===== config.mk =====
export PLATFORM = sky130hd
export DESIGN_NAME = e1n_natbits
export DESIGN_NICKNAME = d
export VERILOG_FILES = /design/src/common/e1n_pkg.sv /design/src/hw/e1n_natbits.sv
export SDC_FILE = /design/constraint.sdc
export NUM_CORES = 1
export LEC_CHECK = 0
export BUFFER_PORTS_ARGS = -buffer_cell sky130_fd_sc_hd__buf_4
export CORE_ASPECT_RATIO = 0.9
export CORE_MARGIN = 10
export CORE_UTILIZATION = 45
export CTS_BUF_LIST = sky130_fd_sc_hd__clkbuf_4
export DETAILED_ROUTE_END_ITERATION = 12
export PLACE_DENSITY = 0.62
export SYNTH_ARGS = -nofsm -noshare
export SYNTH_HDL_FRONTEND = slang
export SYNTH_SLANG_ARGS = --single-unit
export TNS_END_PERCENT = 100

===== constraint.sdc =====
create_clock -name i_clk -period 6 [get_ports i_clk]
set_input_delay 1.2 -clock i_clk [delete_from_list [all_inputs] [get_ports i_clk]]
set_output_delay 1.2 -clock i_clk [all_outputs]
set_load 0.02 [all_outputs]

===== src/common/e1n_pkg.sv =====
// constants for the timeslot-zero national bit and data link block
package e1n_pkg;
  // register port: address bit 4 low selects the page register
  localparam logic [4:0] ADDR_PAGE_BIT  = 5'h10;
  localparam logic [7:0] PAGE_MASTER_CTL = 8'h01;
  localparam logic [7:0] PAGE_MASTER_STS = 8'h03;
  localparam logic [7:0] PAGE_TX_NATBITS = 8'h0D;
  localparam logic [7:0] PAGE_RX_NATBITS = 8'h0E;
  // offsets within a page
  localparam logic [4:0] OFS_LINK_SEL    = 5'h10;
  localparam logic [4:0] OFS_CH0_TRANSP  = 5'h17;
  localparam logic [4:0] OFS_SA_CHG_CTL  = 5'h19;
  localparam logic [4:0] OFS_IRQ_MASK    = 5'h1D;
  localparam logic [4:0] OFS_MF_STATUS   = 5'h12;
  localparam logic [4:0] OFS_IRQ_STATUS  = 5'h13;
  localparam logic [4:0] OFS_NATBITS_0   = 5'h10;
  // sticky status bit positions
  localparam int unsigned STS_MF_START  = 0;
  localparam int unsigned STS_SA_BIT    = 1;
  localparam int unsigned STS_SA_NIBBLE = 2;
  // reset values
  localparam logic [7:0] RST_PAGE     = 8'h00;
  localparam logic [7:0] RST_SELECT   = 8'h00;
  localparam logic [7:0] RST_NATBITS  = 8'hFF;
  localparam logic [7:0] RST_IRQ_MASK = 8'h00;
  // frame layout
  localparam logic [7:0] FAS_WORD  = 8'h9B;
  localparam logic [7:0] MFAS_BITS = 8'h2F;
  localparam logic       ALARM_BIT = 1'b0;
  localparam int unsigned NUM_SA   = 5;
  localparam logic [2:0] SA4_BIT   = 3'h3;
  // timing
  localparam int unsigned CLK_MHZ      = 100;
  localparam int unsigned LINK_PULSE_NS = 244;
  localparam int unsigned LINK_PULSE_CYC = (LINK_PULSE_NS * CLK_MHZ) / 1000;
  localparam int unsigned SYNC_LAT_CYC = 3;
  localparam int unsigned FIFO_DEPTH   = 32;
endpackage : e1n_pkg


===== src/hw/e1n_natbits.sv =====
// timeslot-zero national bits, sa data link and fifo, with sync and fifo helpers
`timescale 1ns/100ps

// three-stage pin synchroniser; output moves once stages two and three agree
module e1n_sync #(
  parameter int unsigned WIDTH = 1
) (
  input  wire logic             i_clk,
  input  wire logic             i_sys_rst,
  input  wire logic [WIDTH-1:0] i_pin,
  input  wire logic [WIDTH-1:0] i_rst_val,
  output logic      [WIDTH-1:0] o_level
);
  logic [WIDTH-1:0] s1_ff;
  logic [WIDTH-1:0] s2_ff;
  logic [WIDTH-1:0] s3_ff;
  wire  [WIDTH-1:0] nxt_level = (s2_ff ~^ s3_ff) & s3_ff | (s2_ff ^ s3_ff) & o_level;

  // reset value is a constant from the instance, never a pin
  always_ff @(posedge i_clk)
  begin
    if (i_sys_rst)
    begin
      s1_ff   <= i_rst_val;
      s2_ff   <= i_rst_val;
      s3_ff   <= i_rst_val;
      o_level <= i_rst_val;
    end
    else
    begin
      s1_ff   <= i_pin;
      s2_ff   <= s1_ff;
      s3_ff   <= s2_ff;
      o_level <= nxt_level;
    end
  end
endmodule : e1n_sync

// first-word-fall-through fifo, flip-flop storage
module e1n_fifo #(
  parameter int unsigned WIDTH = 1,
  parameter int unsigned DEPTH = 32
) (
  input  wire logic             i_clk,
  input  wire logic             i_sys_rst,
  input  wire logic             i_in_valid,
  output logic                  o_in_ready,
  input  wire logic [WIDTH-1:0] i_in_data,
  output logic                  o_out_valid,
  input  wire logic             i_out_ready,
  output logic      [WIDTH-1:0] o_out_data
);
  localparam int unsigned AW = $clog2(DEPTH);
  logic [WIDTH-1:0] mem_ff [DEPTH];
  logic [AW:0]      wr_ff;
  logic [AW:0]      rd_ff;
  wire              full  = (wr_ff[AW] != rd_ff[AW]) && (wr_ff[AW-1:0] == rd_ff[AW-1:0]);
  wire              empty = (wr_ff == rd_ff);
  wire              push  = i_in_valid && !full;
  wire              pop   = i_out_ready && !empty;

  assign o_in_ready  = !full;
  assign o_out_valid = !empty;
  assign o_out_data  = mem_ff[rd_ff[AW-1:0]];

  // pointers carry a wrap bit so full and empty stay exact
  always_ff @(posedge i_clk)
  begin
    if (i_sys_rst)
    begin
      wr_ff <= '0;
      rd_ff <= '0;
    end
    else
    begin
      if (push)
        wr_ff <= wr_ff + (AW+1)'(1);
      if (pop)
        rd_ff <= rd_ff + (AW+1)'(1);
    end
  end

  // storage has no reset; only written words are ever read
  always_ff @(posedge i_clk)
  begin
    if (push)
      mem_ff[wr_ff[AW-1:0]] <= i_in_data;
  end
endmodule : e1n_fifo

module e1n_natbits
  import e1n_pkg::*;
(
  input  wire logic       i_clk,
  input  wire logic       i_sys_rst,
  // paged register port
  input  wire logic       i_cs,
  input  wire logic       i_wr,
  input  wire logic       i_rd,
  input  wire logic [4:0] i_addr,
  input  wire logic [7:0] i_wdata,
  output logic      [7:0] o_rdata,
  // pins
  input  wire logic       i_force_all_ones_n,
  output logic            o_irq_n_out,
  output logic            o_irq_n_oe,
  // transmit timebase and streams (same clock)
  input  wire logic       i_tx_bit_strobe,
  input  wire logic       i_backplane_data_in,
  output logic            o_tx_line_data,
  // transmit data link
  input  wire logic       i_tx_link_data_in,
  output logic            o_tx_link_clock_out,
  // receive line from the clock extractor and aligner (pins)
  input  wire logic       i_rx_line_clk,
  input  wire logic       i_rx_line_data,
  input  wire logic       i_rx_mf_sync,
  output logic            o_rx_link_data_out,
  output logic            o_rx_link_clock_out
);
  // ---------------- pin synchronisers ----------------
  logic [4:0] pin_lvl;
  wire        ais_n_s   = pin_lvl[0];
  wire        tlk_pin_s = pin_lvl[1];
  wire        rclk_s    = pin_lvl[2];
  wire        rdata_s   = pin_lvl[3];
  wire        rmf_s     = pin_lvl[4];

  e1n_sync #(.WIDTH(5)) u_sync (
    .i_clk     (i_clk),
    .i_sys_rst (i_sys_rst),
    .i_pin     ({i_rx_mf_sync, i_rx_line_data, i_rx_line_clk, i_tx_link_data_in,
                 i_force_all_ones_n}),
    .i_rst_val (5'h00),
    .o_level   (pin_lvl)
  );

  // ---------------- registers ----------------
  logic [7:0] page_ff;
  logic [7:0] lnk_sel_ff;
  logic [7:0] tr_sel_ff;
  logic [7:0] chg_ctl_ff;
  logic [7:0] irq_mask_ff;
  logic [2:0] irq_sts_ff;
  logic [7:0] tx_nb_ff [NUM_SA];
  logic [7:0] rx_nb_ff [NUM_SA];
  logic       mf_sts_ff;

  // page select first, then offset within the page
  wire        acc_page = i_cs && !i_addr[4];
  wire        acc_reg  = i_cs && i_addr[4];
  wire        on_ctl   = (page_ff == PAGE_MASTER_CTL);
  wire        on_sts   = (page_ff == PAGE_MASTER_STS);
  wire        on_txnb  = (page_ff == PAGE_TX_NATBITS);
  wire        on_rxnb  = (page_ff == PAGE_RX_NATBITS);
  wire [4:0]  nb_ofs   = i_addr - OFS_NATBITS_0;
  wire        nb_hit   = (i_addr >= OFS_NATBITS_0) && (nb_ofs < 5'(NUM_SA));
  wire [2:0]  nb_idx   = nb_ofs[2:0];
  wire        wr_page  = acc_page && i_wr;
  wire        wr_lnsel = acc_reg && i_wr && on_ctl && (i_addr == OFS_LINK_SEL);
  wire        wr_trsel = acc_reg && i_wr && on_ctl && (i_addr == OFS_CH0_TRANSP);
  wire        wr_chg   = acc_reg && i_wr && on_ctl && (i_addr == OFS_SA_CHG_CTL);
  wire        wr_mask  = acc_reg && i_wr && on_ctl && (i_addr == OFS_IRQ_MASK);
  wire        wr_txnb  = acc_reg && i_wr && on_txnb && nb_hit;
  wire        rd_sts   = acc_reg && i_rd && on_sts && (i_addr == OFS_IRQ_STATUS);
  wire [4:0]  lnk_sel  = lnk_sel_ff[4:0];
  wire [4:0]  tr_sel   = tr_sel_ff[4:0];

  // read mux; unmapped offsets read zero
  logic [7:0] rd_mux;
  always_comb
  begin
    rd_mux = 8'h00;
    if (acc_page)
      rd_mux = page_ff;
    else if (on_ctl && i_addr == OFS_LINK_SEL)
      rd_mux = {3'h0, lnk_sel};
    else if (on_ctl && i_addr == OFS_CH0_TRANSP)
      rd_mux = {3'h0, tr_sel};
    else if (on_ctl && i_addr == OFS_SA_CHG_CTL)
      rd_mux = chg_ctl_ff;
    else if (on_ctl && i_addr == OFS_IRQ_MASK)
      rd_mux = {5'h00, irq_mask_ff[2:0]};
    else if (on_sts && i_addr == OFS_MF_STATUS)
      rd_mux = {7'h00, mf_sts_ff};
    else if (on_sts && i_addr == OFS_IRQ_STATUS)
      rd_mux = {5'h00, irq_sts_ff};
    else if (on_txnb && nb_hit)
      rd_mux = tx_nb_ff[nb_idx];
    else if (on_rxnb && nb_hit)
      rd_mux = rx_nb_ff[nb_idx];
  end

  // control registers and read data
  always_ff @(posedge i_clk)
  begin
    if (i_sys_rst)
    begin
      page_ff     <= RST_PAGE;
      lnk_sel_ff  <= RST_SELECT;
      tr_sel_ff   <= RST_SELECT;
      chg_ctl_ff  <= RST_SELECT;
      irq_mask_ff <= RST_IRQ_MASK;
      o_rdata     <= 8'h00;
    end
    else
    begin
      if (wr_page)
        page_ff <= i_wdata;
      if (wr_lnsel)
        lnk_sel_ff <= {3'h0, i_wdata[4:0]};
      if (wr_trsel)
        tr_sel_ff <= {3'h0, i_wdata[4:0]};
      if (wr_chg)
        chg_ctl_ff <= i_wdata;
      if (wr_mask)
        irq_mask_ff <= {5'h00, i_wdata[2:0]};
      if (acc_page || acc_reg)
        o_rdata <= rd_mux;
    end
  end

  // transmit buffer: byte per sa bit, frame 1 in msb
  always_ff @(posedge i_clk)
  begin
    if (i_sys_rst)
      for (int i = 0; i < NUM_SA; i++)
        tx_nb_ff[i] <= RST_NATBITS;
    else if (wr_txnb)
      tx_nb_ff[nb_idx] <= i_wdata;
  end

  // ---------------- transmit framing ----------------
  logic [11:0] tx_pos_ff;                      // frame[11:8], bit[7:0]
  wire  [3:0]  tx_frm  = tx_pos_ff[11:8];
  wire  [2:0]  tx_bi   = tx_pos_ff[2:0];       // 0 is channel bit 1, the msb
  wire         tx_ts0  = (tx_pos_ff[7:3] == 5'h00);
  wire         tx_odd  = tx_frm[0];
  wire  [2:0]  tx_k    = tx_frm[3:1];          // odd frame index 0..7
  wire         tx_sa   = tx_ts0 && (tx_bi >= SA4_BIT);
  wire  [2:0]  tx_row  = tx_bi - SA4_BIT;      // 0 is sa4
  wire  [2:0]  tx_selb = 3'h4 - tx_row;        // select field bit 4 is sa4
  wire         tx_lnk  = tx_sa && lnk_sel[tx_selb];
  wire         tx_tr   = tx_sa && tr_sel[tx_selb];
  wire         fifo_in_ready;
  wire         fifo_out_valid;
  wire         fifo_out_data;
  wire         fifo_pop = i_tx_bit_strobe && tx_odd && tx_lnk;

  // timeslot-zero bit chooser; link beats transparency beats buffer
  logic tx_ts0_bit;
  always_comb
  begin
    tx_ts0_bit = 1'b1;
    if (!tx_odd)
      tx_ts0_bit = FAS_WORD[3'h7 - tx_bi];
    else if (tx_bi == 3'h0)
      tx_ts0_bit = MFAS_BITS[3'h7 - tx_k];
    else if (tx_bi == 3'h1)
      tx_ts0_bit = 1'b1;
    else if (tx_bi == 3'h2)
      tx_ts0_bit = ALARM_BIT;
    else if (tx_lnk)
      tx_ts0_bit = fifo_out_valid ? fifo_out_data : 1'b1;
    else if (tx_tr)
      tx_ts0_bit = i_backplane_data_in;
    else
      tx_ts0_bit = tx_nb_ff[tx_row][3'h7 - tx_k];
  end

  wire nxt_tx_line = !ais_n_s ? 1'b1 : (tx_ts0 ? tx_ts0_bit : i_backplane_data_in);

  // line bit and position advance on each timebase strobe
  always_ff @(posedge i_clk)
  begin
    if (i_sys_rst)
    begin
      tx_pos_ff      <= 12'h000;
      o_tx_line_data <= 1'b1;
    end
    else if (i_tx_bit_strobe)
    begin
      tx_pos_ff      <= tx_pos_ff + 12'h001;
      o_tx_line_data <= nxt_tx_line;
    end
  end

  // ---------------- transmit data link clock ----------------
  // bits are fetched one frame early, in the fas frame's sa bit times, so
  // each is queued before its nfas slot; a full queue withholds the pulse
  logic [7:0] tlk_cnt_ff;
  wire        tlk_start = i_tx_bit_strobe && !tx_odd && tx_lnk && fifo_in_ready;
  wire        tlk_take  = (tlk_cnt_ff == 8'(LINK_PULSE_CYC - SYNC_LAT_CYC));

  always_ff @(posedge i_clk)
  begin
    if (i_sys_rst)
    begin
      tlk_cnt_ff          <= 8'h00;
      o_tx_link_clock_out <= 1'b0;
    end
    else
    begin
      if (tlk_start)
        tlk_cnt_ff <= 8'(LINK_PULSE_CYC);
      else if (tlk_cnt_ff != 8'h00)
        tlk_cnt_ff <= tlk_cnt_ff - 8'h01;
      o_tx_link_clock_out <= tlk_start || (tlk_cnt_ff > 8'h01);
    end
  end

  // synchroniser delay means the captured level is the pin at the rising edge
  e1n_fifo #(.WIDTH(1), .DEPTH(FIFO_DEPTH)) u_fifo (
    .i_clk       (i_clk),
    .i_sys_rst   (i_sys_rst),
    .i_in_valid  (tlk_take),
    .o_in_ready  (fifo_in_ready),
    .i_in_data   (tlk_pin_s),
    .o_out_valid (fifo_out_valid),
    .i_out_ready (fifo_pop),
    .o_out_data  (fifo_out_data)
  );

  // ---------------- receive side ----------------
  logic        rclk_d_ff;
  logic [11:0] rx_pos_ff;
  logic [7:0]  rlk_cnt_ff;
  logic [7:0]  rx_asm_ff [NUM_SA];
  logic [NUM_SA-1:0] last_sa_ff;
  logic [3:0]  last_nib_ff [NUM_SA];
  wire         rx_rise  = rclk_s && !rclk_d_ff;
  wire  [11:0] nxt_rpos = rmf_s ? 12'h000 : rx_pos_ff + 12'h001;
  wire  [3:0]  rx_frm   = nxt_rpos[11:8];
  wire  [2:0]  rx_bi    = nxt_rpos[2:0];
  wire  [2:0]  rx_k     = rx_frm[3:1];
  wire  [2:0]  rx_row   = rx_bi - SA4_BIT;
  wire  [2:0]  rx_selb  = 3'h4 - rx_row;
  wire         rx_sa    = rx_rise && (nxt_rpos[7:3] == 5'h00) && rx_frm[0] && (rx_bi >= SA4_BIT);
  wire         rx_lnk   = rx_sa && lnk_sel[rx_selb];
  wire         rx_nib_end = (rx_k == 3'h3) || (rx_k == 3'h7);
  wire  [3:0]  rx_nib   = (rx_k == 3'h3) ? {rx_asm_ff[rx_row][7:5], rdata_s}
                                         : {rx_asm_ff[rx_row][3:1], rdata_s};
  wire         sa58     = rx_sa && (rx_row != 3'h0);
  wire         ev_bit   = sa58 && chg_ctl_ff[rx_row - 3'h1]
                          && (rdata_s != last_sa_ff[rx_row]);
  wire         ev_nib   = sa58 && rx_nib_end && chg_ctl_ff[3'h3 + rx_row]
                          && (rx_nib != last_nib_ff[rx_row]);
  wire         ev_mf    = rx_rise && rmf_s;
  wire  [2:0]  irq_set  = {ev_nib, ev_bit, ev_mf};
  wire         pend     = |(irq_sts_ff & irq_mask_ff[2:0]);

  // rx bit counter and link outputs; the link data is the synchronised receive
  // line bit, taken at each rising edge of the receive line clock
  always_ff @(posedge i_clk)
  begin
    if (i_sys_rst)
    begin
      rclk_d_ff           <= 1'b0;
      rx_pos_ff           <= 12'h000;
      rlk_cnt_ff          <= 8'h00;
      mf_sts_ff           <= 1'b0;
      o_rx_link_data_out  <= 1'b1;
      o_rx_link_clock_out <= 1'b0;
    end
    else
    begin
      rclk_d_ff <= rclk_s;
      if (rx_rise)
      begin
        rx_pos_ff          <= nxt_rpos;
        o_rx_link_data_out <= rdata_s;
        mf_sts_ff          <= (rx_frm == 4'h0);
      end
      if (rx_lnk)
        rlk_cnt_ff <= 8'(LINK_PULSE_CYC);
      else if (rlk_cnt_ff != 8'h00)
        rlk_cnt_ff <= rlk_cnt_ff - 8'h01;
      o_rx_link_clock_out <= rx_lnk || (rlk_cnt_ff > 8'h01);
    end
  end

  // receive buffer assembly, committed row by row at each row's frame 15 bit
  always_ff @(posedge i_clk)
  begin
    if (i_sys_rst)
    begin
      last_sa_ff <= '1;
      for (int i = 0; i < NUM_SA; i++)
      begin
        rx_asm_ff[i]   <= RST_NATBITS;
        rx_nb_ff[i]    <= RST_NATBITS;
        last_nib_ff[i] <= 4'hF;
      end
    end
    else if (rx_sa)
    begin
      rx_asm_ff[rx_row][3'h7 - rx_k] <= rdata_s;
      last_sa_ff[rx_row]             <= rdata_s;
      if (rx_nib_end)
        last_nib_ff[rx_row] <= rx_nib;
      if (rx_k == 3'h7)
        rx_nb_ff[rx_row] <= {rx_asm_ff[rx_row][7:1], rdata_s};
    end
  end

  // sticky events, cleared by reading; a new event in that cycle wins
  always_ff @(posedge i_clk)
  begin
    if (i_sys_rst)
      irq_sts_ff <= 3'h0;
    else
      irq_sts_ff <= (rd_sts ? 3'h0 : irq_sts_ff) | irq_set;
  end

  // open-drain irq, released entirely while all-ones is forced
  always_ff @(posedge i_clk)
  begin
    if (i_sys_rst)
    begin
      o_irq_n_out <= 1'b0;
      o_irq_n_oe  <= 1'b0;
    end
    else
    begin
      o_irq_n_out <= 1'b0;
      o_irq_n_oe  <= pend && ais_n_s;
    end
  end
endmodule : e1n_natbits


==> run_results.csv <==
group,metric,value,unit
run_status,status,"completed",
synth,yosysWarnings,0,
worst_hold_path,min_from,"u_sync.s1_ff[1]",
setup_path,crit_arrival,5.48,ns
cts,cts_tree,"done",
timing,period_share,80.2,%
timing,fin_ws,1.19,ns
timing,finalClockSkew,0.0588,ns
pwr,p_per_area,282,nW/um2
setup_path,crit_family,"adder cells",
synth,async_flop_share,0,%
routing,drc_errors,0,
setup_path,cp_slowest_cell,"dfxtp_1",
synth,synth.avg_cell_area,11.1,um2
finish,fin_cells,2278,
global_route,grt_max_degree,81,
global_route,gr-usage-all-layers,18.9,%
cts,clk_latency,0.81,ns
timing,drv_slew,0,
setup_path,worstPathCellList,"ha_1, xnor2_1, or2_2, ha_1, inv_1, nor2_1, a222oi_1, and3_1, mux2_2, xnor2_1, o41a_1",
cts,cts_setup_buffers,0,
cts,cts-root-buf,"clkbuf_4",
floorplanning,initial_core_util,45.8,%
routing,drtAntennaViolNets,0,
cts,hold_buffers,0,
global_route,grt_pass1_wl,71600,um
place,dp_hpwl,30900,um
global_route,antenna_found_initial,2,
floorplanning,dieArea,47700,um2
setup_path,crit_path_max_incr_delay,0.85,ns
finish,mostFrequentLayoutCell,"edfxtp_1",
timing,rsz0062_at_grt,"false",
flow_run,maxCapViolCount,0,
synth,ys.flop_type,"edfxtp_1",
synth,synth_area,17700,um2
pwr,p_leak,6.70,nW
floorplanning,die_w,229,um
timing,setup_tns,0,ns
place,place.gp.congestion,0.892,
setup_path,cp_num_buf_inv,1,
timing,relSlewSlack,33.7,%
worst_hold_path,hold_path_class,"register to register",
cts,cts_resized,0,
finish,nets,1725,
floorplanning,die_h,208,um
synth,synth_cell_types,87,
place,dp_cells,2104,
finish,layout-drive-gt1-share,18.0,%
setup_path,cp-startpoint,"rx_pos_ff[0]",
cts,cts-buffers-inserted,96,
synth,synth-seq-cells,368,
routing,routed_wl,45400,um
finish,final_cell_mix,"239 x edfxtp_1, 191 x nor2_1, 154 x nand2_1, 139 x clkbuf_4, 129 x dfxtp_1",
timing,setup_viol,0,
place,pre_cts_ws,1.31,ns
setup_path,path_class,"register to register",
floorplanning,row_count,68,
routing,vias_per_cell,5.67,
routing,drt_iter0_drc,1305,
timing,hold_viol_final,0,
timing,fmax,208,MHz
routing,wl_per_cell,19.9,um
routing,routed-via-count,12900,
place,io_buffers,37,
pwr,p_total,5.58,mW
cts,clkSinkCount,368,
synth,seq_area_frac_synth,55.1,%
setup_path,endpoint_kind,"register",
synth,netlist_instances,1601,
cts,cts_max_path_buffers,3,
routing,first_pass_iters,7,
setup_path,crit_required,6.67,ns
timing,post-route-min-period,4.81,ns
finish,syn_to_final_growth,11.6,%
floorplanning,core-area,38600,um2
setup_path,crit_path_max_fanout,22,
global_route,grt_pass1_vias,12800,
cts,htree_levels,3,
floorplanning,io_pins,39,
setup_path,rr_startpoint,"rx_pos_ff[0]",
pwr,ir_worst_vdd,0.151,mV
cts,clkTransAtPathRegs,0.06,ns
setup_path,cp-start-kind,"register",
timing,worst_pin_slew,0.986,ns
global_route,overflow,0,
synth,synth_edf_count,239,
## final cells by class
| class | instances | area [um2] |
|---|---|---|
| Clock inverter | 32 | 219 |
| Antenna cell | 3 | 7.51 |
| Multi-Input combinational cell | 1119 | 7510 |
| Timing Repair Buffer | 57 | 432 |
| Tap cell | 525 | 657 |
| Inverter | 35 | 131 |
| Sequential cell | 368 | 9760 |
| Clock buffer | 139 | 1040 |
| Fill cell | 3518 | 18900 |
## routing by layer
layer	up-vias	share of wire [%]	track usage (%)	wire (um)
met5	-	0	0	0
met4	0	2.6	6.93	1190
met3	90	6.9	5.11	3140
met2	437	45	29.1	20600
met1	6329	45	25.0	20500
li1	6065	-	-	-
## final timing paths
| kind | slack (ns) | to | depth (start not counted) |
|---|---|---|---|
| setup / recovery | 1.19 | irq_sts_ff[2] | 11 |
| hold / removal | 0.44 | u_sync.s2_ff[1] | 1 |
| setup reg to reg | 1.19 | irq_sts_ff[2] | 11 |
| hold reg to reg | 0.44 | u_sync.s2_ff[1] | 1 |
## Yosys cell counts (all sizes together), types with 27 or more instances
cell / instances / area (um2)
nand2: 154 / 578
a21o: 37 / 278
buf: 30 / 134
nor2: 192 / 723
o21ai: 27 / 135
or2: 27 / 169
nor2b: 32 / 200
edfxtp: 239 / 7180
inv: 34 / 128
nand2b: 42 / 263
a21oi: 68 / 344
or3: 39 / 251
mux2i: 70 / 701
dfxtp: 129 / 2580
clkbuf: 73 / 274
mux4: 32 / 721
nor3: 39 / 220
## worst register-to-register path: cells and delay by family (launching register included)
family / cells / cell delay (ns)
adder cells (fa/ha/maj): 2 / 1.21
AND/OR/NAND/NOR: 3 / 1.16
flip-flops: 1 / 0.85
AO/OA/AOI/OAI: 2 / 0.58
multiplexers: 1 / 0.39
XOR/XNOR: 2 / 0.28
buffers and inverters: 1 / 0.21
## report_power, final
part | switching [mW] | total (mW) | internal [mW]
Combinational | 0.319 | 0.556 | 0.237
Clock | 1.02 | 2.22 | 1.19
Sequential | 0.0533 | 2.81 | 2.75
## cell families (layout without fill, tap and decap cells)
family                     after synthesis  count (layout)  share of synthesized area [%]
AOI/OAI and AO/OA                      265             265                           10.4
xor gates and xnor gates                41              41                           2.03
adders and majority gates               23              23                           1.63
buffers and inverters                  138             263                           3.05
DFF                                    368             368                           55.1
muxes                                  122             122                           9.32
other                                    1              28                         0.0212
and+or+nand+nor                        643             643                           18.4
## metrics by stage
stage | util (%) | instance area, um2 | hold slack [ns]
floorplan | - | 17800 | 0.414
global placement | 47.9 | 18500 | 0.432
detailed placement | 47.9 | 18500 | 0.430
CTS | 51.1 | 19800 | 0.445
global route | 51.2 | 19800 | 0.453
finish | 51.2 | 19800 | 0.442
## sequential cells by signal, summed over array words and instances (netlist names), 12 cells and up, named ones only
name,flops
rx_pos_ff,12
rx_nb_ff,55
u_fifo.mem_ff,32
tx_pos_ff,12
tx_nb_ff,64
last_nib_ff,32
rx_asm_ff,56
No activity file was read; power rests on OpenSTA's default activity.
